**config.mk**
```make
export PLATFORM = sky130hd
export DESIGN_NAME = nvc_host
export DESIGN_NICKNAME = d
export VERILOG_FILES = /design/src/nvc_pkg.sv /design/src/nvc_timer.sv /design/src/nvc_host.sv
export SDC_FILE = /design/constraint.sdc
export NUM_CORES = 1
export LEC_CHECK = 0
export ABC_AREA = 1
export BUFFER_PORTS_ARGS = -buffer_cell sky130_fd_sc_hd__clkbuf_2
export CELL_PAD_IN_SITES_DETAIL_PLACEMENT = 1
export CELL_PAD_IN_SITES_GLOBAL_PLACEMENT = 2
export CORE_AREA = 2 2 106 108
export DETAILED_ROUTE_END_ITERATION = 16
export DIE_AREA = 0 0 108 110
export GPL_ROUTABILITY_DRIVEN = 0
export PLACE_DENSITY = 0.94
export SLEW_MARGIN = 0
export SYNTH_ARGS = -nofsm -noshare
export SYNTH_HDL_FRONTEND = slang
export SYNTH_HIERARCHICAL = 1
export SYNTH_SLANG_ARGS = --single-unit
```
**constraint.sdc**
```tcl
create_clock -name clk -period 4.4 [get_ports clk]
set_input_delay 0.66 -clock clk [delete_from_list [all_inputs] [get_ports clk]]
set_output_delay 0.66 -clock clk [all_outputs]
set_load 0.05 [all_outputs]
```
**src/nvc_pkg.sv**
```systemverilog
// Purpose: shared constants and types for the nv sram pin controller
// Assumes: 200 MHz clock, pins sampled and driven synchronously
// Notes:   times kept in their own unit, cycle counts derived from them
package nvc_pkg;

  localparam int ADDR_W          = 13;
  localparam int DATA_W          = 8;
  localparam int CLK_MHZ         = 200;

  // least times in ns / us / ms
  localparam int STORE_INIT_NS   = 45;
  localparam int RECALL_INIT_NS  = 25;
  localparam int WR_PULSE_NS     = 35;
  localparam int RD_ACCESS_NS    = 45;
  localparam int RECALL_DUR_US   = 20;
  localparam int STORE_DUR_MS    = 10;

  // cycle counts, rounded up
  localparam int STORE_INIT_CYC  = (STORE_INIT_NS * CLK_MHZ + 999) / 1000;
  localparam int RECALL_INIT_CYC = (RECALL_INIT_NS * CLK_MHZ + 999) / 1000;
  localparam int WR_PULSE_CYC    = (WR_PULSE_NS * CLK_MHZ + 999) / 1000;
  localparam int RD_ACCESS_CYC   = (RD_ACCESS_NS * CLK_MHZ + 999) / 1000;
  localparam int RECALL_DUR_CYC  = RECALL_DUR_US * CLK_MHZ;
  localparam int STORE_DUR_CYC   = STORE_DUR_MS * 1000 * CLK_MHZ;

  localparam int TMR_W           = 21;

  typedef enum logic [1:0] {
    NVC_OP_READ,
    NVC_OP_WRITE,
    NVC_OP_STORE,
    NVC_OP_RECALL
  } nvc_op_e;

  typedef struct packed {
    nvc_op_e             op;
    logic [ADDR_W-1:0]   addr;
    logic [DATA_W-1:0]   wdata;
  } nvc_cmd_s;

  typedef struct packed {
    logic                ce_n;
    logic                we_n;
    logic                oe_n;
    logic                nv_strobe_n;
    logic [ADDR_W-1:0]   addr;
    logic [DATA_W-1:0]   dq_out;
    logic                dq_oe;
  } nvc_pins_s;

  localparam nvc_pins_s PINS_RST = '{
    ce_n:        1'h1,
    we_n:        1'h1,
    oe_n:        1'h1,
    nv_strobe_n: 1'h1,
    addr:        13'h0000,
    dq_out:      8'h00,
    dq_oe:       1'h0
  };

endpackage

```
**src/nvc_timer.sv**
```systemverilog
// Purpose: loadable down counter for pin phase timing
// Assumes: load wins over counting
// Notes:   expired is high while the count sits at zero
`timescale 1ns/1ps
module nvc_timer #(
  parameter int W = 21
) (
  input  wire logic         clk,
  input  wire logic         nrst,
  input  wire logic         load,
  input  wire logic [W-1:0] load_val,
  output logic              expired
);

  logic [W-1:0] cnt_ff;
  logic [W-1:0] nxt_cnt;

  always_comb begin
    nxt_cnt = cnt_ff;
    if (load) begin
      nxt_cnt = load_val;
    end else if (cnt_ff != '0) begin
      nxt_cnt = cnt_ff - W'(1);
    end
  end

  always_ff @(posedge clk) begin
    if (!nrst) begin
      cnt_ff <= '0;
    end else begin
      cnt_ff <= nxt_cnt;
    end
  end

  assign expired = (cnt_ff == '0);

endmodule

```
**src/nvc_host.sv**
```systemverilog
// Purpose: host side controller driving an nv sram through its control pins
// Assumes: vcc_ok reports supply above 3.3V, synchronous to clk
// Notes:   one command at a time, no queue
`timescale 1ns/1ps
// Contract
// - hold ce, strobe and we low at least 45 ns before release
// - store initiation ended by releasing all control pins
// - hold the recall combination at least 25 ns
// - address held steady throughout a recall
module nvc_host #(
  parameter int STORE_CYC = nvc_pkg::STORE_DUR_CYC
) (
  input  wire logic                       clk,
  input  wire logic                       nrst,
  input  wire logic                       vcc_ok,
  input  wire logic                       cmd_valid,
  output logic                            cmd_ready,
  input  wire nvc_pkg::nvc_cmd_s          cmd,
  output logic [nvc_pkg::DATA_W-1:0]      rdata,
  output logic                            rvalid,
  output logic                            done,
  output logic                            powered,
  output nvc_pkg::nvc_pins_s              pins,
  input  wire logic [nvc_pkg::DATA_W-1:0] dq_in
);

  localparam int TW = nvc_pkg::TMR_W;

  typedef enum logic [3:0] {
    ST_PWR_OFF,
    ST_PWR_RCL,
    ST_IDLE,
    ST_RD,
    ST_RD_END,
    ST_WR,
    ST_WR_END,
    ST_ST_SET,
    ST_ST_INIT,
    ST_ST_BUSY,
    ST_RC_SET,
    ST_RC_INIT,
    ST_RC_BUSY
  } nvc_state_e;

  nvc_state_e                   state_ff;
  nvc_state_e                   nxt_state;
  nvc_pkg::nvc_pins_s           pins_ff;
  nvc_pkg::nvc_pins_s           nxt_pins;
  logic [nvc_pkg::DATA_W-1:0]   rdata_ff;
  logic [nvc_pkg::DATA_W-1:0]   nxt_rdata;
  logic                         rvalid_ff;
  logic                         nxt_rvalid;
  logic                         done_ff;
  logic                         nxt_done;
  logic                         tmr_load;
  logic [TW-1:0]                tmr_val;
  logic                         tmr_exp;
  logic                         accept;

  assign cmd_ready = (state_ff == ST_IDLE) && vcc_ok;
  assign accept    = cmd_valid && cmd_ready;
  assign pins      = pins_ff;
  assign rdata     = rdata_ff;
  assign rvalid    = rvalid_ff;
  assign done      = done_ff;
  assign powered   = (state_ff != ST_PWR_OFF) && (state_ff != ST_PWR_RCL);

  nvc_timer #(
    .W        (TW)
  ) u_timer (
    .clk      (clk),
    .nrst     (nrst),
    .load     (tmr_load),
    .load_val (tmr_val),
    .expired  (tmr_exp)
  );

  // next state
  always_comb begin
    nxt_state = state_ff;
    unique case (state_ff)
      ST_PWR_OFF: begin
        if (vcc_ok) begin
          nxt_state = ST_PWR_RCL;
        end
      end
      ST_PWR_RCL: begin
        if (tmr_exp) begin
          nxt_state = ST_IDLE;
        end
      end
      ST_IDLE: begin
        if (accept) begin
          unique case (cmd.op)
            nvc_pkg::NVC_OP_READ:   nxt_state = ST_RD;
            nvc_pkg::NVC_OP_WRITE:  nxt_state = ST_WR;
            nvc_pkg::NVC_OP_STORE:  nxt_state = ST_ST_SET;
            nvc_pkg::NVC_OP_RECALL: nxt_state = ST_RC_SET;
          endcase
        end
      end
      ST_RD:      nxt_state = tmr_exp ? ST_RD_END : ST_RD;
      ST_RD_END:  nxt_state = ST_IDLE;
      ST_WR:      nxt_state = tmr_exp ? ST_WR_END : ST_WR;
      ST_WR_END:  nxt_state = ST_IDLE;
      ST_ST_SET:  nxt_state = ST_ST_INIT;
      ST_ST_INIT: nxt_state = tmr_exp ? ST_ST_BUSY : ST_ST_INIT;
      ST_ST_BUSY: nxt_state = tmr_exp ? ST_IDLE : ST_ST_BUSY;
      ST_RC_SET:  nxt_state = ST_RC_INIT;
      ST_RC_INIT: nxt_state = tmr_exp ? ST_RC_BUSY : ST_RC_INIT;
      ST_RC_BUSY: nxt_state = tmr_exp ? ST_IDLE : ST_RC_BUSY;
    endcase
    if (!vcc_ok) begin
      nxt_state = ST_PWR_OFF;
    end
  end

  // timer load on entry to a timed phase
  always_comb begin
    tmr_load = (nxt_state != state_ff);
    tmr_val  = '0;
    unique case (nxt_state)
      ST_PWR_RCL: tmr_val = TW'(nvc_pkg::RECALL_DUR_CYC);
      ST_RD:      tmr_val = TW'(nvc_pkg::RD_ACCESS_CYC);
      ST_WR:      tmr_val = TW'(nvc_pkg::WR_PULSE_CYC);
      ST_ST_INIT: tmr_val = TW'(nvc_pkg::STORE_INIT_CYC);
      ST_ST_BUSY: tmr_val = TW'(STORE_CYC);
      ST_RC_INIT: tmr_val = TW'(nvc_pkg::RECALL_INIT_CYC);
      ST_RC_BUSY: tmr_val = TW'(nvc_pkg::RECALL_DUR_CYC);
      default:    tmr_val = '0;
    endcase
  end

  // pins and responses
  always_comb begin
    nxt_pins             = pins_ff;
    nxt_pins.ce_n        = 1'h1;
    nxt_pins.we_n        = 1'h1;
    nxt_pins.oe_n        = 1'h1;
    nxt_pins.nv_strobe_n = 1'h1;
    nxt_pins.dq_oe       = 1'h0;
    nxt_rdata            = rdata_ff;
    nxt_rvalid           = 1'h0;
    nxt_done             = 1'h0;
    if (accept) begin
      nxt_pins.addr   = cmd.addr;
      nxt_pins.dq_out = cmd.wdata;
    end
    unique case (nxt_state)
      ST_RD: begin
        nxt_pins.ce_n = 1'h0;
        nxt_pins.oe_n = 1'h0;
      end
      ST_WR: begin
        nxt_pins.ce_n  = 1'h0;
        nxt_pins.we_n  = 1'h0;
        nxt_pins.dq_oe = 1'h1;
      end
      ST_WR_END: begin
        nxt_pins.dq_oe = 1'h1;
      end
      ST_ST_SET: begin
        nxt_pins.ce_n        = 1'h0;
        nxt_pins.nv_strobe_n = 1'h0;
      end
      ST_ST_INIT: begin
        nxt_pins.ce_n        = 1'h0;
        nxt_pins.we_n        = 1'h0;
        nxt_pins.nv_strobe_n = 1'h0;
      end
      ST_RC_SET: begin
        nxt_pins.oe_n        = 1'h0;
        nxt_pins.nv_strobe_n = 1'h0;
      end
      ST_RC_INIT: begin
        nxt_pins.ce_n        = 1'h0;
        nxt_pins.oe_n        = 1'h0;
        nxt_pins.nv_strobe_n = 1'h0;
      end
      // busy phases release every control pin
      ST_ST_BUSY: nxt_pins.nv_strobe_n = 1'h1;
      ST_RC_BUSY: nxt_pins.nv_strobe_n = 1'h1;
      default: begin
      end
    endcase
    if ((state_ff == ST_RD) && (nxt_state == ST_RD_END)) begin
      nxt_rdata  = dq_in;
      nxt_rvalid = 1'h1;
    end
    if ((nxt_state == ST_IDLE) && (state_ff != ST_IDLE) && (state_ff != ST_PWR_RCL)) begin
      nxt_done = 1'h1;
    end
  end

  always_ff @(posedge clk) begin
    if (!nrst) begin
      state_ff  <= ST_PWR_OFF;
      pins_ff   <= nvc_pkg::PINS_RST;
      rdata_ff  <= 8'h00;
      rvalid_ff <= 1'h0;
      done_ff   <= 1'h0;
    end else begin
      state_ff  <= nxt_state;
      pins_ff   <= nxt_pins;
      rdata_ff  <= nxt_rdata;
      rvalid_ff <= nxt_rvalid;
      done_ff   <= nxt_done;
    end
  end

endmodule

```
---- Word-level counts from Yosys, hierarchy flattened ----
Cells that the tools add are included.
storage, ports and cells
  flip-flop bits (word level) ............. 61
  bits of input ports ..................... 35
  output and inout port bits .............. 38
  logic and storage cells ................. 84
cells by class
  add/subtract/negate cells ............... 1
  equality and inequality tests ........... 30
  multiplexer cells ....................... 21
  reductions and logical operators ........ 20
operator list
  cell                   number
  $pmux 21 s5            1
  $pmux 4 s12            1
  $mux 21                2
  $eq 4x4->1 const B     10
  $eq 4x3->1 const B     8
  $logic_not 21->1       1
  $reduce_bool 21->1     1
  $sub 21x1->21 const B  1
  $mux 4                 5
  $eq 4x2->1 const B     4
  $pmux 4 s4             1
  $reduce_or 2->1        5
  $eq 4x1->1 const B     2
  $mux 1                 8
  $logic_and 1x1->1      6
  $mux 3                 2
  $reduce_or 5->1        1
  $eq 2x2->1 const B     2
  $logic_not 4->1        1
  $ne 4x1->1 const B     1
  $ne 4x2->1 const B     1
  $ne 4x4->1             1
  $reduce_bool 4->1      1
  $reduce_or 4->1        1
  other kinds (5)        5

---- Logic depth before layout (Yosys ltp) ----
Gate-level depths: netlist of the first run.
  depth in word-level cells ............... 10
  gate-level depth with buffers ........... 21
  gate-level depth less buffers ........... 21

---- Cells and area by module ----
Netlist of the first run, hierarchy kept.
by module, submodules not included
  module     instances  cells each  area an instance (um^2)  sequential area each (um^2)
  nvc_host   1          270         1971.9                   800.8
  nvc_timer  1          223         1407.6                   420.4

---- Worst setup path before layout of the first run ----
No wires, ideal clock.
  path kind ............................... register to register
  start point ............................. register u_timer.cnt_ff[10]
  end point ............................... register u_timer.cnt_ff[1]
  setup time .............................. 70 ps
  arrival time ............................ 2300 ps
  data required time ...................... 4330 ps
  setup slack ............................. 2030 ps
  stages on the path, launching flop included .. 19
  path buffers ............................ 1
  clock period less this slack ............ 2370 ps
  cells stage by stage .................... dfxtp_1 nor2_2 nand2_1 nor2_4 nand3_1 inv_1 inv_1 nand2_1 inv_1 nor2_1 nand3_1 nand2_1 xor2_1 nor2_1 nand3_1 clkbuf_1 nand2_1 o21a_1 a21oi_1
on the way
  elaborated cells on any way between the ends .. 24
  those cells by class .................... eq/ne: 8; mux: 11; reduce/logical: 5
RTL lines
  item                                                 line                              text
  from (decl)                                          nvc_timer.sv:15                   logic [W-1:0] cnt_ff;
  from (signal assigned)                               nvc_timer.sv:31                   cnt_ff <= nxt_cnt;
  $logic_not 21->1 *                                   nvc_timer.sv:35                   assign expired = (cnt_ff == '0);
  via tmr_exp                                          nvc_host.sv:57                    logic tmr_exp;
  $mux 3, or another cell as far along                 nvc_host.sv:102, nvc_host.sv:110
  $pmux 4 s12 *                                        nvc_host.sv:81                    unique case (state_ff)
  $mux 4 *                                             nvc_host.sv:113                   if (!vcc_ok) begin
  $ne 4x4->1 *                                         nvc_host.sv:120                   tmr_load = (nxt_state != state_ff);
  via tmr_load                                         nvc_host.sv:55                    logic tmr_load;
  $mux 21 / $reduce_bool 2->1 (equally long branches)  n/a
Mark *: on every way through the listed nets, which the timed path passes. The rest lies on a longest branch.
A chain may end at the register's enable or synchronous reset.

---- Worst setup path in the final report of the first run ----
  start point ............................. register u_timer.cnt_ff[0]
  end point ............................... register u_timer.cnt_ff[1]
Same word-level chain as after synthesis.

==> results of run 1 <==
## layer usage
metal,vias to the layer above,routed length [µm],track usage
met3,14,522,0.0511
li1,1728,-,-
met2,82,4820,0.309
met5,-,0,0
met1,1598,4620,0.223
met4,0,165,0.0586
## worst min-delay path, delay by kind of cell (launching register included)
family	cells	cell delay [ns]
and+or+nand+nor	1	0.06
DFF	1	0.31
AOI/OAI and AO/OA	1	0.06
## final cells by class
cell class / instances / area, µm²
clock buffers: 9 / 124
clock inverters: 7 / 51.3
fillers: 1430 / 6650
inverters: 48 / 185
multi-input cells: 373 / 1920
flip-flops and latches: 61 / 1220
well taps: 140 / 175
repair buffers: 73 / 368
## through the flow
step / hold WS (ns) / total power, W
final: 0.475 / 0.00158
after CTS: 0.472 / 0.00160
after floorplan: 0.442 / 0.00101
after global placement: 0.453 / 0.00112
after global routing: 0.494 / 0.00169
after detailed placement: 0.461 / 0.00114
## logic make-up (layout without fill, tap and decap cells)
| kind of cell | Yosys count | in the layout |
|---|---|---|
| flops | 61 | 61 |
| fa+ha+maj | 5 | 5 |
| other cells | 1 | 6 |
| xor+xnor | 9 | 9 |
| simple gates | 273 | 273 |
| buf+inv | 64 | 137 |
| compound gates | 80 | 80 |
## final timing paths
| check | cells past startpoint | endpoint | slack (ns) | start |
|---|---|---|---|---|
| min reg2reg | 2 | pins[12] | 0.48 | pins[12] |
| min | 2 | pins[12] | 0.48 | pins[12] |
| max reg2reg | 18 | u_timer/cnt_ff[1] | 1.05 | u_timer/cnt_ff[0] |
| max | 18 | u_timer/cnt_ff[1] | 1.05 | u_timer/cnt_ff[0] |
## state kept, by name, summed over array words and instances, names as in the netlist
register,flops
rvalid,1
u_timer/cnt_ff,21
done,1
rdata,8
state_ff,4
pins,26
## cell usage in the layout, fill, tap and decap left out, drive strengths merged, types with 4 or more instances in the layout
cell type,n
nand3,47
o21a,4
xor2,7
clkbuf,81
clkinvlp,5
ha,5
conb,6
dfxtp,61
nand4,9
nor2,85
a21oi,41
nand2,128
o21ai,26
inv,48
## power breakdown
part / switching, W / total [W] / internal [W]
clock network: 0.000250 / 0.000454 / 0.000204
registers: 0.0000418 / 0.000630 / 0.000588
logic: 0.000333 / 0.000494 / 0.000161
==> metrics.txt, run 1 <==
Setup Buffers After CTS=0; worst path required time=roughly 4.6 ns; transition time of the tightest slew-check pin=0.556 ns; number of buffer cells added on primary ports=72; leading cell type by number of instances after synthesis=sky130_fd_sc_hd__nand2_1; deepest level of the CTS H-tree=3; area fraction in and, or, nand and nor cells after synthesis=0.390; most used standard cells in the synthesized netlist=sky130_fd_sc_hd__nand2_1 (116), sky130_fd_sc_hd__dfxtp_1 (61), sky130_fd_sc_hd__nor2_1 (56); number of buffers created by CTS=9; Die Footprint=11,900 µm²; Detailed Route Iter0 Violations=131; final clock period utilization by the worst path=0.761; # DRC=0; post-synthesis instance total=493; layout cells sized above 1=0.252; max-capacitance violation count=0; Final Skew=about 0.011 ns; Num Clock Sinks=61; number of top-level pins=73; adder-cell share of the synthesized area=0.0185; min Tclk post-route=3.35 ns; initial core utilization=0.316; top_reg_cell synth=sky130_fd_sc_hd__dfxtp_1; count of TritonRoute iterations in the first routing pass=4; fraction of synthesized cell area in xor and xnor cells=0.0233; cell type of the slowest stage on the worst timing path=sky130_fd_sc_hd__dfxtp_1; worst-case vdd ir drop=around 0.14 mV; clock network latency to the later pin of the worst-skew pair=0.35 ns; number of buffers between clock root and the deepest sink=2; post-synthesis compound-gate area fraction=0.130; aggregate global-route resource usage=0.182; number of diodes added for antenna fixing=0; dominant combinational cell family by area after synthesis=simple AND/OR/NAND/NOR gates; root buffer cell=sky130_fd_sc_hd__clkbuf_8; Crit. End Element=flop; total global routing overflow=0; Routed WL per cell=14.3 µm; Sum Neg Setup Slack=0 ns; placed wire-length estimate after detailed placement=between 7000 and 8000 µm; height of the chip=~110 µm; Final setup violation count=0; Slew HR=0.629; worst setup slack after placement=around 0.94 ns; most area-consuming cells after synthesis=sky130_fd_sc_hd__dfxtp_1 (36%), sky130_fd_sc_hd__nand2_1 (13%), sky130_fd_sc_hd__nand3_1 (6.5%); post-synthesis cell area=3380 µm²; fraction of synthesized cell area taken by the top area cell type=0.361; number of enable-type register cells in the synthesized netlist=0; per-cell via count in the routed design=4.81; via total after detailed routing=roughly 3,400; Finished Layout Cells=711; number of cells in the design after placement=between 600 and 700; routed wire length=10,100 µm; antenna violations before repair=0; startpoint type of the worst setup path=flop; core area=approximately 11,000 µm²; global-route wire length before repair=approximately 17,000 µm; synth-to-layout area growth=19.7%; delay of the slowest critical-path stage=0.31 ns; pin count of the biggest net entering global routing=29; cell seen most often among critical-path stages=sky130_fd_sc_hd__nand3_1; path category of the worst min-delay check=flop to flop; power density of the placed cells=390 nW/µm²; fraction of the core area covered by cells at the end of the flow=0.378; number of warnings printed during yosys synthesis=6; Final Slew Violations=0; mean area per synthesized cell=around 6.9 µm²; standby leakage power=1.85 nW; number of endpoints with negative hold slack in the final report=0; Placement Cell Area=3870 µm²; sequential share of the synthesized area=0.361; #FFs+latches synth=61; width of the die=108 µm; worst-case setup margin in the final layout=between 1 and 1.5 ns; largest fanout on the critical path=21; CTS tree=yes; cell type with the largest total area after synthesis=sky130_fd_sc_hd__dfxtp_1; critical path class=flop to flop; fmax=299 MHz; number of nets in the finished design=roughly 610; fraction of synthesized area in multiplexers=0; number of hold-repair buffers added at the cts stage=0; vias in the first global route=between 3,000 and 4,000; CTS clk-pin slew, worst paths=about 0.08 ns; critical path arrival=approximately 3.6 ns; cells along the critical path=inv_1 -> ha_1 -> nand3_1 -> nor2_1 -> nand3_1 -> inv_1 -> inv_1 -> nand3_1 -> nand3_1 -> o21ai_1 -> xor2_1 -> nor2_1 -> nand3_1 -> buf_4 -> inv_1 -> nand4_1 -> o21ai_1 -> a21oi_1; dominant delay contributor by cell family on the critical path=simple AND/OR/NAND/NOR gates; run status=complete, no violations; standard-cell row count=38; number of nets with antenna violations after routing=0; unique cell type count in the Yosys netlist=40; number of instances resized during post-cts repair=0; setup repair after global routing missed its margin=no; sum of buffers and inverters on the critical path=5; Post-synth ARST share=0; fin area=approximately 4000 µm²
(Power assumes the default switching activity.)
==> run 2: changes to the inputs <==
--- a/config.mk
+++ b/config.mk
@@ -5,15 +5,15 @@
 export SDC_FILE = /design/constraint.sdc
 export NUM_CORES = 1
 export LEC_CHECK = 0
-export ABC_AREA = 1
+export ABC_AREA = 0
 export BUFFER_PORTS_ARGS = -buffer_cell sky130_fd_sc_hd__clkbuf_2
 export CELL_PAD_IN_SITES_DETAIL_PLACEMENT = 1
 export CELL_PAD_IN_SITES_GLOBAL_PLACEMENT = 2
-export CORE_AREA = 2 2 106 108
+export CORE_AREA = 2 2 110 112
 export DETAILED_ROUTE_END_ITERATION = 16
-export DIE_AREA = 0 0 108 110
+export DIE_AREA = 0 0 112 114
 export GPL_ROUTABILITY_DRIVEN = 0
-export PLACE_DENSITY = 0.94
+export PLACE_DENSITY = 0.85
 export SLEW_MARGIN = 0
 export SYNTH_ARGS = -nofsm -noshare
 export SYNTH_HDL_FRONTEND = slang
==> constraint.sdc (replaced) <==
create_clock -name clk -period 2.9 [get_ports clk]
set_input_delay 0.435 -clock clk [delete_from_list [all_inputs] [get_ports clk]]
set_output_delay 0.435 -clock clk [all_outputs]
set_load 0.05 [all_outputs]
==> metrics.txt, run 2 <==
max-capacitance violation count=0 (unchanged); setup repair after global routing missed its margin=yes; post-synthesis instance total=388 (-21%); # DRC=0 (unchanged); top_reg_cell synth=sky130_fd_sc_hd__dfxtp_1; fraction of synthesized cell area taken by the top area cell type=0.382 (+0.0202); worst path required time=3.18 ns (-1.45 ns); transition time of the tightest slew-check pin=0.615 ns (+0.0596 ns); initial core utilization=0.273 (-0.0426); number of warnings printed during yosys synthesis=6 (unchanged); number of hold-repair buffers added at the cts stage=0 (unchanged); min Tclk post-route=3.40 ns (+0.0555 ns); leading cell type by number of instances after synthesis=sky130_fd_sc_hd__nand2_1; core area=11,700 µm² (+9.5%); clock network latency to the later pin of the worst-skew pair=0.34 ns (about the same); vias in the first global route=3,481 (-1.3%); power density of the placed cells=598 nW/µm² (+53%); flip-flop count of the largest register, all copies and words added=26 (unchanged); critical path class=flop to flop; Die Footprint=12,800 µm² (+7.5%); number of buffers created by CTS=9 (unchanged); most used standard cells in the synthesized netlist=sky130_fd_sc_hd__nand2_1 (76), sky130_fd_sc_hd__dfxtp_1 (61), sky130_fd_sc_hd__a21oi_1 (30); violations in the final reports=setup timing; commonest non-fill, non-tap cells in the layout=sky130_fd_sc_hd__nand2_1 (75), sky130_fd_sc_hd__clkbuf_2 (72), sky130_fd_sc_hd__buf_4 (72), sky130_fd_sc_hd__dfxtp_1 (56), sky130_fd_sc_hd__a21oi_1 (27); critical path arrival=3.69 ns (+0.11 ns); Slew HR=0.590 (-0.0393); per-cell via count in the routed design=4.81 (about the same); via total after detailed routing=3,277 (-4.2%); mean area per synthesized cell=8.25 µm² (+20%); cell type with the largest total area after synthesis=sky130_fd_sc_hd__dfxtp_1; most area-consuming cells after synthesis=sky130_fd_sc_hd__dfxtp_1 (38%), sky130_fd_sc_hd__nand2_1 (8.9%), sky130_fd_sc_hd__a21oi_1 (4.7%); number of endpoints with negative hold slack in the final report=0 (unchanged); antenna violations before repair=0 (unchanged); standby leakage power=2.09 nW (+13%); area of the multi-input gates=2010 µm² (+4.8%); Final Skew=0.00825 ns (-0.00246 ns); most common library cell in the layout ignoring fill and taps=sky130_fd_sc_hd__nand2_1; Placement Cell Area=4160 µm² (+7.5%); unique cell type count in the Yosys netlist=65 (+63%); height of the chip=114 µm (+3.6%); Num Clock Sinks=61 (unchanged); number of diodes added for antenna fixing=0 (unchanged); CTS clk-pin slew, worst paths=0.06 ns (-0.02 ns); Sequential cell area=1230 µm² (+0.51%); number of nets in the finished design=569 (-6.1%); final clock period utilization by the worst path=1.17 (+0.413); fin area=4740 µm² (+17%); deepest level of the CTS H-tree=3 (unchanged); setup slack, reg-to-reg=-0.50 ns (-1.56 ns); width of the die=112 µm (+3.7%); count of TritonRoute iterations in the first routing pass=4 (unchanged); #FFs+latches synth=61 (unchanged); number of top-level pins=73 (unchanged); Final setup violation count=33 (+33); global-route wire length before repair=17,000 µm (+0.53%); Crit. End Element=flop; post-synthesis cell area=3200 µm² (-5.3%); CTS tree=yes; Finished Layout Cells=681 (-4.2%); fmax=294 MHz (-1.6%); total global routing overflow=0 (unchanged); routed wire length=10,400 µm (+3.0%); number of enable-type register cells in the synthesized netlist=0 (unchanged); Sum Neg Setup Slack=-11.49 ns (-11.49 ns); layout cells sized above 1=0.410 (+0.158); startpoint type of the worst setup path=flop; Detailed Route Iter0 Violations=114 (-13%); number of nets with antenna violations after routing=0 (unchanged); run status=complete, but fails checks; standard-cell row count=40 (+5.3%); number of buffers between clock root and the deepest sink=2 (unchanged); PnR Total Power=0.00283 W (+80%); aggregate global-route resource usage=0.168 (-0.0133); worst-case setup margin in the final layout=-0.504 ns (-1.56 ns); worst hold margin=0.316 ns (-0.159 ns); path category of the worst min-delay check=input pin to flop; synth-to-layout area growth=48.1%; number of buffer cells added on primary ports=72 (unchanged); sequential share of the synthesized area=0.382 (+0.0202); root buffer cell=sky130_fd_sc_hd__clkbuf_16; pin count of the biggest net entering global routing=35 (+21%); Routed WL per cell=15.3 µm (+7.5%); worst-case vdd ir drop=0.365 mV (+170%); Final Slew Violations=0 (unchanged); number of cells in the design after placement=657 (-5.5%); placed wire-length estimate after detailed placement=7320 µm (-7.1%); largest fanout on the critical path=7 (-67%); # fillers=1,428 (-0.14%); Post-synth ARST share=0 (unchanged)
## run 2: cell count changes after synthesis, moves of 10 or more
cell / previous run / this run
sky130_fd_sc_hd__a21oi_1: 41 / 30
sky130_fd_sc_hd__inv_1: 39 / 8
sky130_fd_sc_hd__mux2i_1: 0 / 10
sky130_fd_sc_hd__nand2_1: 116 / 76
sky130_fd_sc_hd__nand3_1: 44 / 6
sky130_fd_sc_hd__nor2_1: 56 / 27
sky130_fd_sc_hd__nor2_2: 21 / 1
sky130_fd_sc_hd__nor3_1: 1 / 12
sky130_fd_sc_hd__xnor2_1: 2 / 14
## run 2: layout make-up
type / count / share of cell area
flip-flops and latches: 61 / 0.259
clock inverters: 7 / 0.0208
well taps: 147 / 0.0388
clock buffers: 9 / 0.0475
multi-input cells: 299 / 0.424
repair buffers: 149 / 0.202
inverters: 9 / 0.00765
## run 2: power by group
group          switching [W]  internal, W  leakage (nW)  total (W)
combinational       0.000380     0.000367          1.44   0.000747
sequential         0.0000314     0.000890         0.497   0.000921
clock               0.000410     0.000755         0.156    0.00117
## run 2: logic make-up after synthesis
logic type,share of synthesized area
compound gates,0.168
other cells,0.00117
simple gates,0.285
buf+inv,0.0547
mux,0.0348
fa+ha+maj,0.0195
xor+xnor,0.0547
flops,0.382
## run 2: path summary, 6_finish.rpt
kind	start	endpoint	cells past startpoint
max	u_timer/cnt_ff[5]	u_timer/cnt_ff[2]	12
min	cmd[8]	pins[9]	3
max reg2reg	u_timer/cnt_ff[5]	u_timer/cnt_ff[2]	12
min reg2reg	pins[9]	pins[9]	2
## run 2: worst max-delay path, stage by stage (launching register included)
cell,delay [ns]
sky130_fd_sc_hd__dfxtp_2,0.31
sky130_fd_sc_hd__or4_4,0.53
sky130_fd_sc_hd__or3_4,0.40
sky130_fd_sc_hd__nor2_4,0.20
sky130_fd_sc_hd__nand2b_4,0.07
sky130_fd_sc_hd__a21o_1,0.17
sky130_fd_sc_hd__a32oi_2,0.26
sky130_fd_sc_hd__or2_4,0.18
sky130_fd_sc_hd__a21oi_2,0.06
sky130_fd_sc_hd__or4_4,0.61
sky130_fd_sc_hd__buf_6,0.17
sky130_fd_sc_hd__o31ai_4,0.24
sky130_fd_sc_hd__and2_1,0.15
## run 2: per-stage QoR
step | util | setup WS, ns
after global routing | 0.405 | -0.618
after detailed placement | 0.355 | -0.725
after floorplan | - | -0.834
after CTS | 0.397 | -0.401
final | 0.405 | -0.504
after global placement | 0.355 | -0.536
## run 2: repair_timing
action	CTS	global route
resized for setup	43	22
hold endpoints to repair	0	0
gates cloned	0	0
pin swaps	16	10
setup buffers	7	3
endpoints found under the setup margin	36	36
## run 2: routing by layer
layer / vias up / routed length [µm] / track usage
met5: - / 0 / 0
met2: 91 / 5110 / 0.284
li1: 1621 / - / -
met1: 1536 / 4440 / 0.193
met3: 29 / 518 / 0.0526
met4: 0 / 364 / 0.0854
==> run 3: changes to the inputs <==
--- a/config.mk
+++ b/config.mk
@@ -6,14 +6,14 @@
 export NUM_CORES = 1
 export LEC_CHECK = 0
 export ABC_AREA = 0
-export BUFFER_PORTS_ARGS = -buffer_cell sky130_fd_sc_hd__clkbuf_2
 export CELL_PAD_IN_SITES_DETAIL_PLACEMENT = 1
 export CELL_PAD_IN_SITES_GLOBAL_PLACEMENT = 2
-export CORE_AREA = 2 2 110 112
+export CORE_AREA = 2 2 102 104
 export DETAILED_ROUTE_END_ITERATION = 16
-export DIE_AREA = 0 0 112 114
+export DIE_AREA = 0 0 104 106
+export DONT_BUFFER_PORTS = 1
 export GPL_ROUTABILITY_DRIVEN = 0
-export PLACE_DENSITY = 0.85
+export PLACE_DENSITY = 0.84
 export SLEW_MARGIN = 0
 export SYNTH_ARGS = -nofsm -noshare
 export SYNTH_HDL_FRONTEND = slang
==> metrics.txt, run 3 (synthesis gave the netlist of run 2 again) <==
sum of buffers and inverters on the critical path=3 (+2); Detailed Route Iter0 Violations=117 (+2.6%); Crit. End Element=flop; core area=10000 µm² (-15%); path category of the worst min-delay check=input pin to flop; antenna violations before repair=0 (unchanged); number of cells on the worst reg-to-reg path=14 (+2); Min-Delay Startpoint=nrst; routed metal-1 wire length=4380 µm (-1.4%); length of routed met2 wiring=5480 µm (+7.2%); synth-to-layout area growth=36.8%; cell seen most often among critical-path stages=sky130_fd_sc_hd__or4_4; Die Footprint=11,000 µm² (-14%); internal power summed over all cells=0.00165 W (-18%); critical path class=flop to flop; switching share of power=0.315 (+0.0254); transition time of the tightest slew-check pin=0.574 ns (-0.0415 ns); aggregate global-route resource usage=0.176 (+0.00728); standby leakage power=1.77 nW (-15%); reg2reg end=u_timer/cnt_ff[1]; width of the die=104 µm (-7.1%); worst-case vdd ir drop=0.202 mV (-45%); pin count of the biggest net entering global routing=35 (unchanged); combinational share of power=0.303 (+0.039); total global routing overflow=0 (unchanged); via total after detailed routing=3,203 (-2.3%); violations in the final reports=setup timing; worst path required time=3.15 ns (-0.03 ns); # DRC=0 (unchanged); standard-cell row count=37 (-7.5%); Sum Neg Setup Slack=-10.41 ns (+1.08 ns); final clock period utilization by the worst path=1.17 (-0.00444); count of TritonRoute iterations in the first routing pass=4 (unchanged); height of the chip=106 µm (-7.0%); initial core utilization=0.320 (+0.0468); worst hold margin=0.164 ns (-0.152 ns); vias in the first global route=3,191 (-8.3%); Final Slew Violations=0 (unchanged); global-route wire length before repair=15,700 µm (-8.0%); CTS tree=yes; setup repair after global routing missed its margin=yes; net switching component of the power=0.000759 W (-7.6%); number of buffers between clock root and the deepest sink=2 (unchanged); min Tclk post-route=3.39 ns (-0.0129 ns); largest fanout on the critical path=6 (-1); cells along the critical path=or4_4 -> or3_4 -> nor2_4 -> buf_12 -> o21ai_2 -> a32o_2 -> a221oi_4 -> nor2_2 -> xor2_1 -> or4_4 -> clkinv_4 -> buf_6 -> o311ai_0 -> a21boi_0; power density of the placed cells=550 nW/µm² (-8.0%); cell type of the slowest stage on the worst timing path=sky130_fd_sc_hd__or4_4; routed wire length=10,600 µm (+1.2%); setup slack, reg-to-reg=-0.49 ns (about the same); deepest level of the CTS H-tree=3 (unchanged); max-capacitance violation count=0 (unchanged); number of buffer cells added on primary ports=0 (-100%); fmax=295 MHz (+0.38%); routed wire length on met3=482 µm (-6.9%); Final setup violation count=34 (+3.0%); share of total power in sequential cells=0.383 (+0.058); hold endpoint=pins[25]; layout cells sized above 1=0.330 (-0.0803); startpoint type of the worst setup path=flop; number of cells in the design after placement=578 (-12%); Routed WL per cell=17.3 µm (+13%); Finished Layout Cells=612 (-10%); run status=complete, but fails checks; number of hold-repair buffers added at the cts stage=0 (unchanged); Reg-to-Reg Start=u_timer/cnt_ff[8]; number of endpoints with negative hold slack in the final report=0 (unchanged); commonest non-fill, non-tap cells in the layout=sky130_fd_sc_hd__buf_4 (82), sky130_fd_sc_hd__nand2_1 (76), sky130_fd_sc_hd__dfxtp_1 (58), sky130_fd_sc_hd__a21oi_1 (28), sky130_fd_sc_hd__nor2_1 (25); delay of the slowest critical-path stage=0.53 ns (-0.08 ns); worst hold path depth=1 (-2); worst-case setup margin in the final layout=-0.491 ns (+0.0129 ns); number of nets with antenna violations after routing=0 (unchanged); dominant delay contributor by cell family on the critical path=simple AND/OR/NAND/NOR gates; number of diodes added for antenna fixing=0 (unchanged); number of top-level pins=73 (unchanged); per-cell via count in the routed design=5.23 (+8.8%); most common library cell in the layout ignoring fill and taps=sky130_fd_sc_hd__buf_4; crit path from=u_timer/cnt_ff[8]; root buffer cell=sky130_fd_sc_hd__clkbuf_8; number of buffers created by CTS=9 (unchanged); number of nets in the finished design=511 (-10%); flip-flop count of the largest register, all copies and words added=26 (unchanged); uppermost layer routed=met4; Slew HR=0.617 (+0.0272); clock network latency to the later pin of the worst-skew pair=0.34 ns (about the same); Num Clock Sinks=61 (unchanged); critical path arrival=3.64 ns (-0.05 ns); Final Skew=0.00883 ns (+0.000583 ns); placed wire-length estimate after detailed placement=6970 µm (-4.8%); CTS clk-pin slew, worst paths=0.07 ns (about the same); part of the total power dissipated in the clock network=0.313 (-0.098)
-- run 3: how the worst max path moves through the flow --
stage | endpoint | slack (ns) | depth (start not counted)
final | u_timer/cnt_ff[1] | -0.49 | 14
after CTS | u_timer/cnt_ff[0] | -0.42 | 14
after floorplan | u_timer/cnt_ff[5] | -0.83 | 17
after global placement | u_timer/cnt_ff[6] | -0.53 | 12
after detailed placement | u_timer/cnt_ff[9] | -0.69 | 12
after global routing | u_timer/cnt_ff[0] | -0.63 | 19
-- run 3: final cells by class --
class	count	area (µm²)
flip-flops and latches	61	1220
multi-input cells	300	2030
inverters	9	38.8
clock inverters	7	73.8
well taps	136	170
clock buffers	9	124
repair buffers	90	714
fillers	1206	5620
-- run 3: power by group through the flow --
stage	logic (W)	clock network (W)	registers (W)
4_1_cts	0.000657	0.000774	0.000918
2_1_floorplan	0.000372	0	0.000943
6_report	0.000730	0.000754	0.000922
3_3_place_gp	0.000595	0	0.000933
3_5_place_dp	0.000615	0	0.000936
5_1_grt	0.000789	0.000815	0.000927
-- run 3: worst reg2reg max path, stage by stage, from the launching register on --
cell	delay, ns
sky130_fd_sc_hd__dfxtp_2	0.32
sky130_fd_sc_hd__or4_4	0.53
sky130_fd_sc_hd__or3_4	0.41
sky130_fd_sc_hd__nor2_4	0.13
sky130_fd_sc_hd__buf_12	0.13
sky130_fd_sc_hd__o21ai_2	0.05
sky130_fd_sc_hd__a32o_2	0.27
sky130_fd_sc_hd__a221oi_4	0.23
sky130_fd_sc_hd__nor2_2	0.09
sky130_fd_sc_hd__xor2_1	0.14
sky130_fd_sc_hd__or4_4	0.49
sky130_fd_sc_hd__clkinv_4	0.08
sky130_fd_sc_hd__buf_6	0.10
sky130_fd_sc_hd__o311ai_0	0.14
sky130_fd_sc_hd__a21boi_0	0.19
-- run 3: metal layers --
| metal | track usage | vias to the layer above |
|---|---|---|
| met4 | 0.0695 | 0 |
| met1 | 0.197 | 1570 |
| met5 | 0 | - |
| li1 | - | 1513 |
| met3 | 0.0429 | 23 |
| met2 | 0.320 | 97 |
-- run 3: through the flow --
step,setup slack [ns],util,instance area [µm²],power [W]
floorplan,-0.834,-,3260,0.00132
CTS,-0.424,0.411,4110,0.00235
global placement,-0.534,0.382,3820,0.00153
finish,-0.491,0.438,4380,0.00241
detailed placement,-0.691,0.382,3820,0.00155
global route,-0.628,0.438,4380,0.00253
-- run 3: repair_timing --
item / CTS / global route
setup buffers: 4 / 15
endpoints found under the setup margin: 34 / 36
pin swaps: 15 / 28
resized for setup: 34 / 31
gates cloned: 0 / 1
endpoints found under the hold margin: 0 / 0
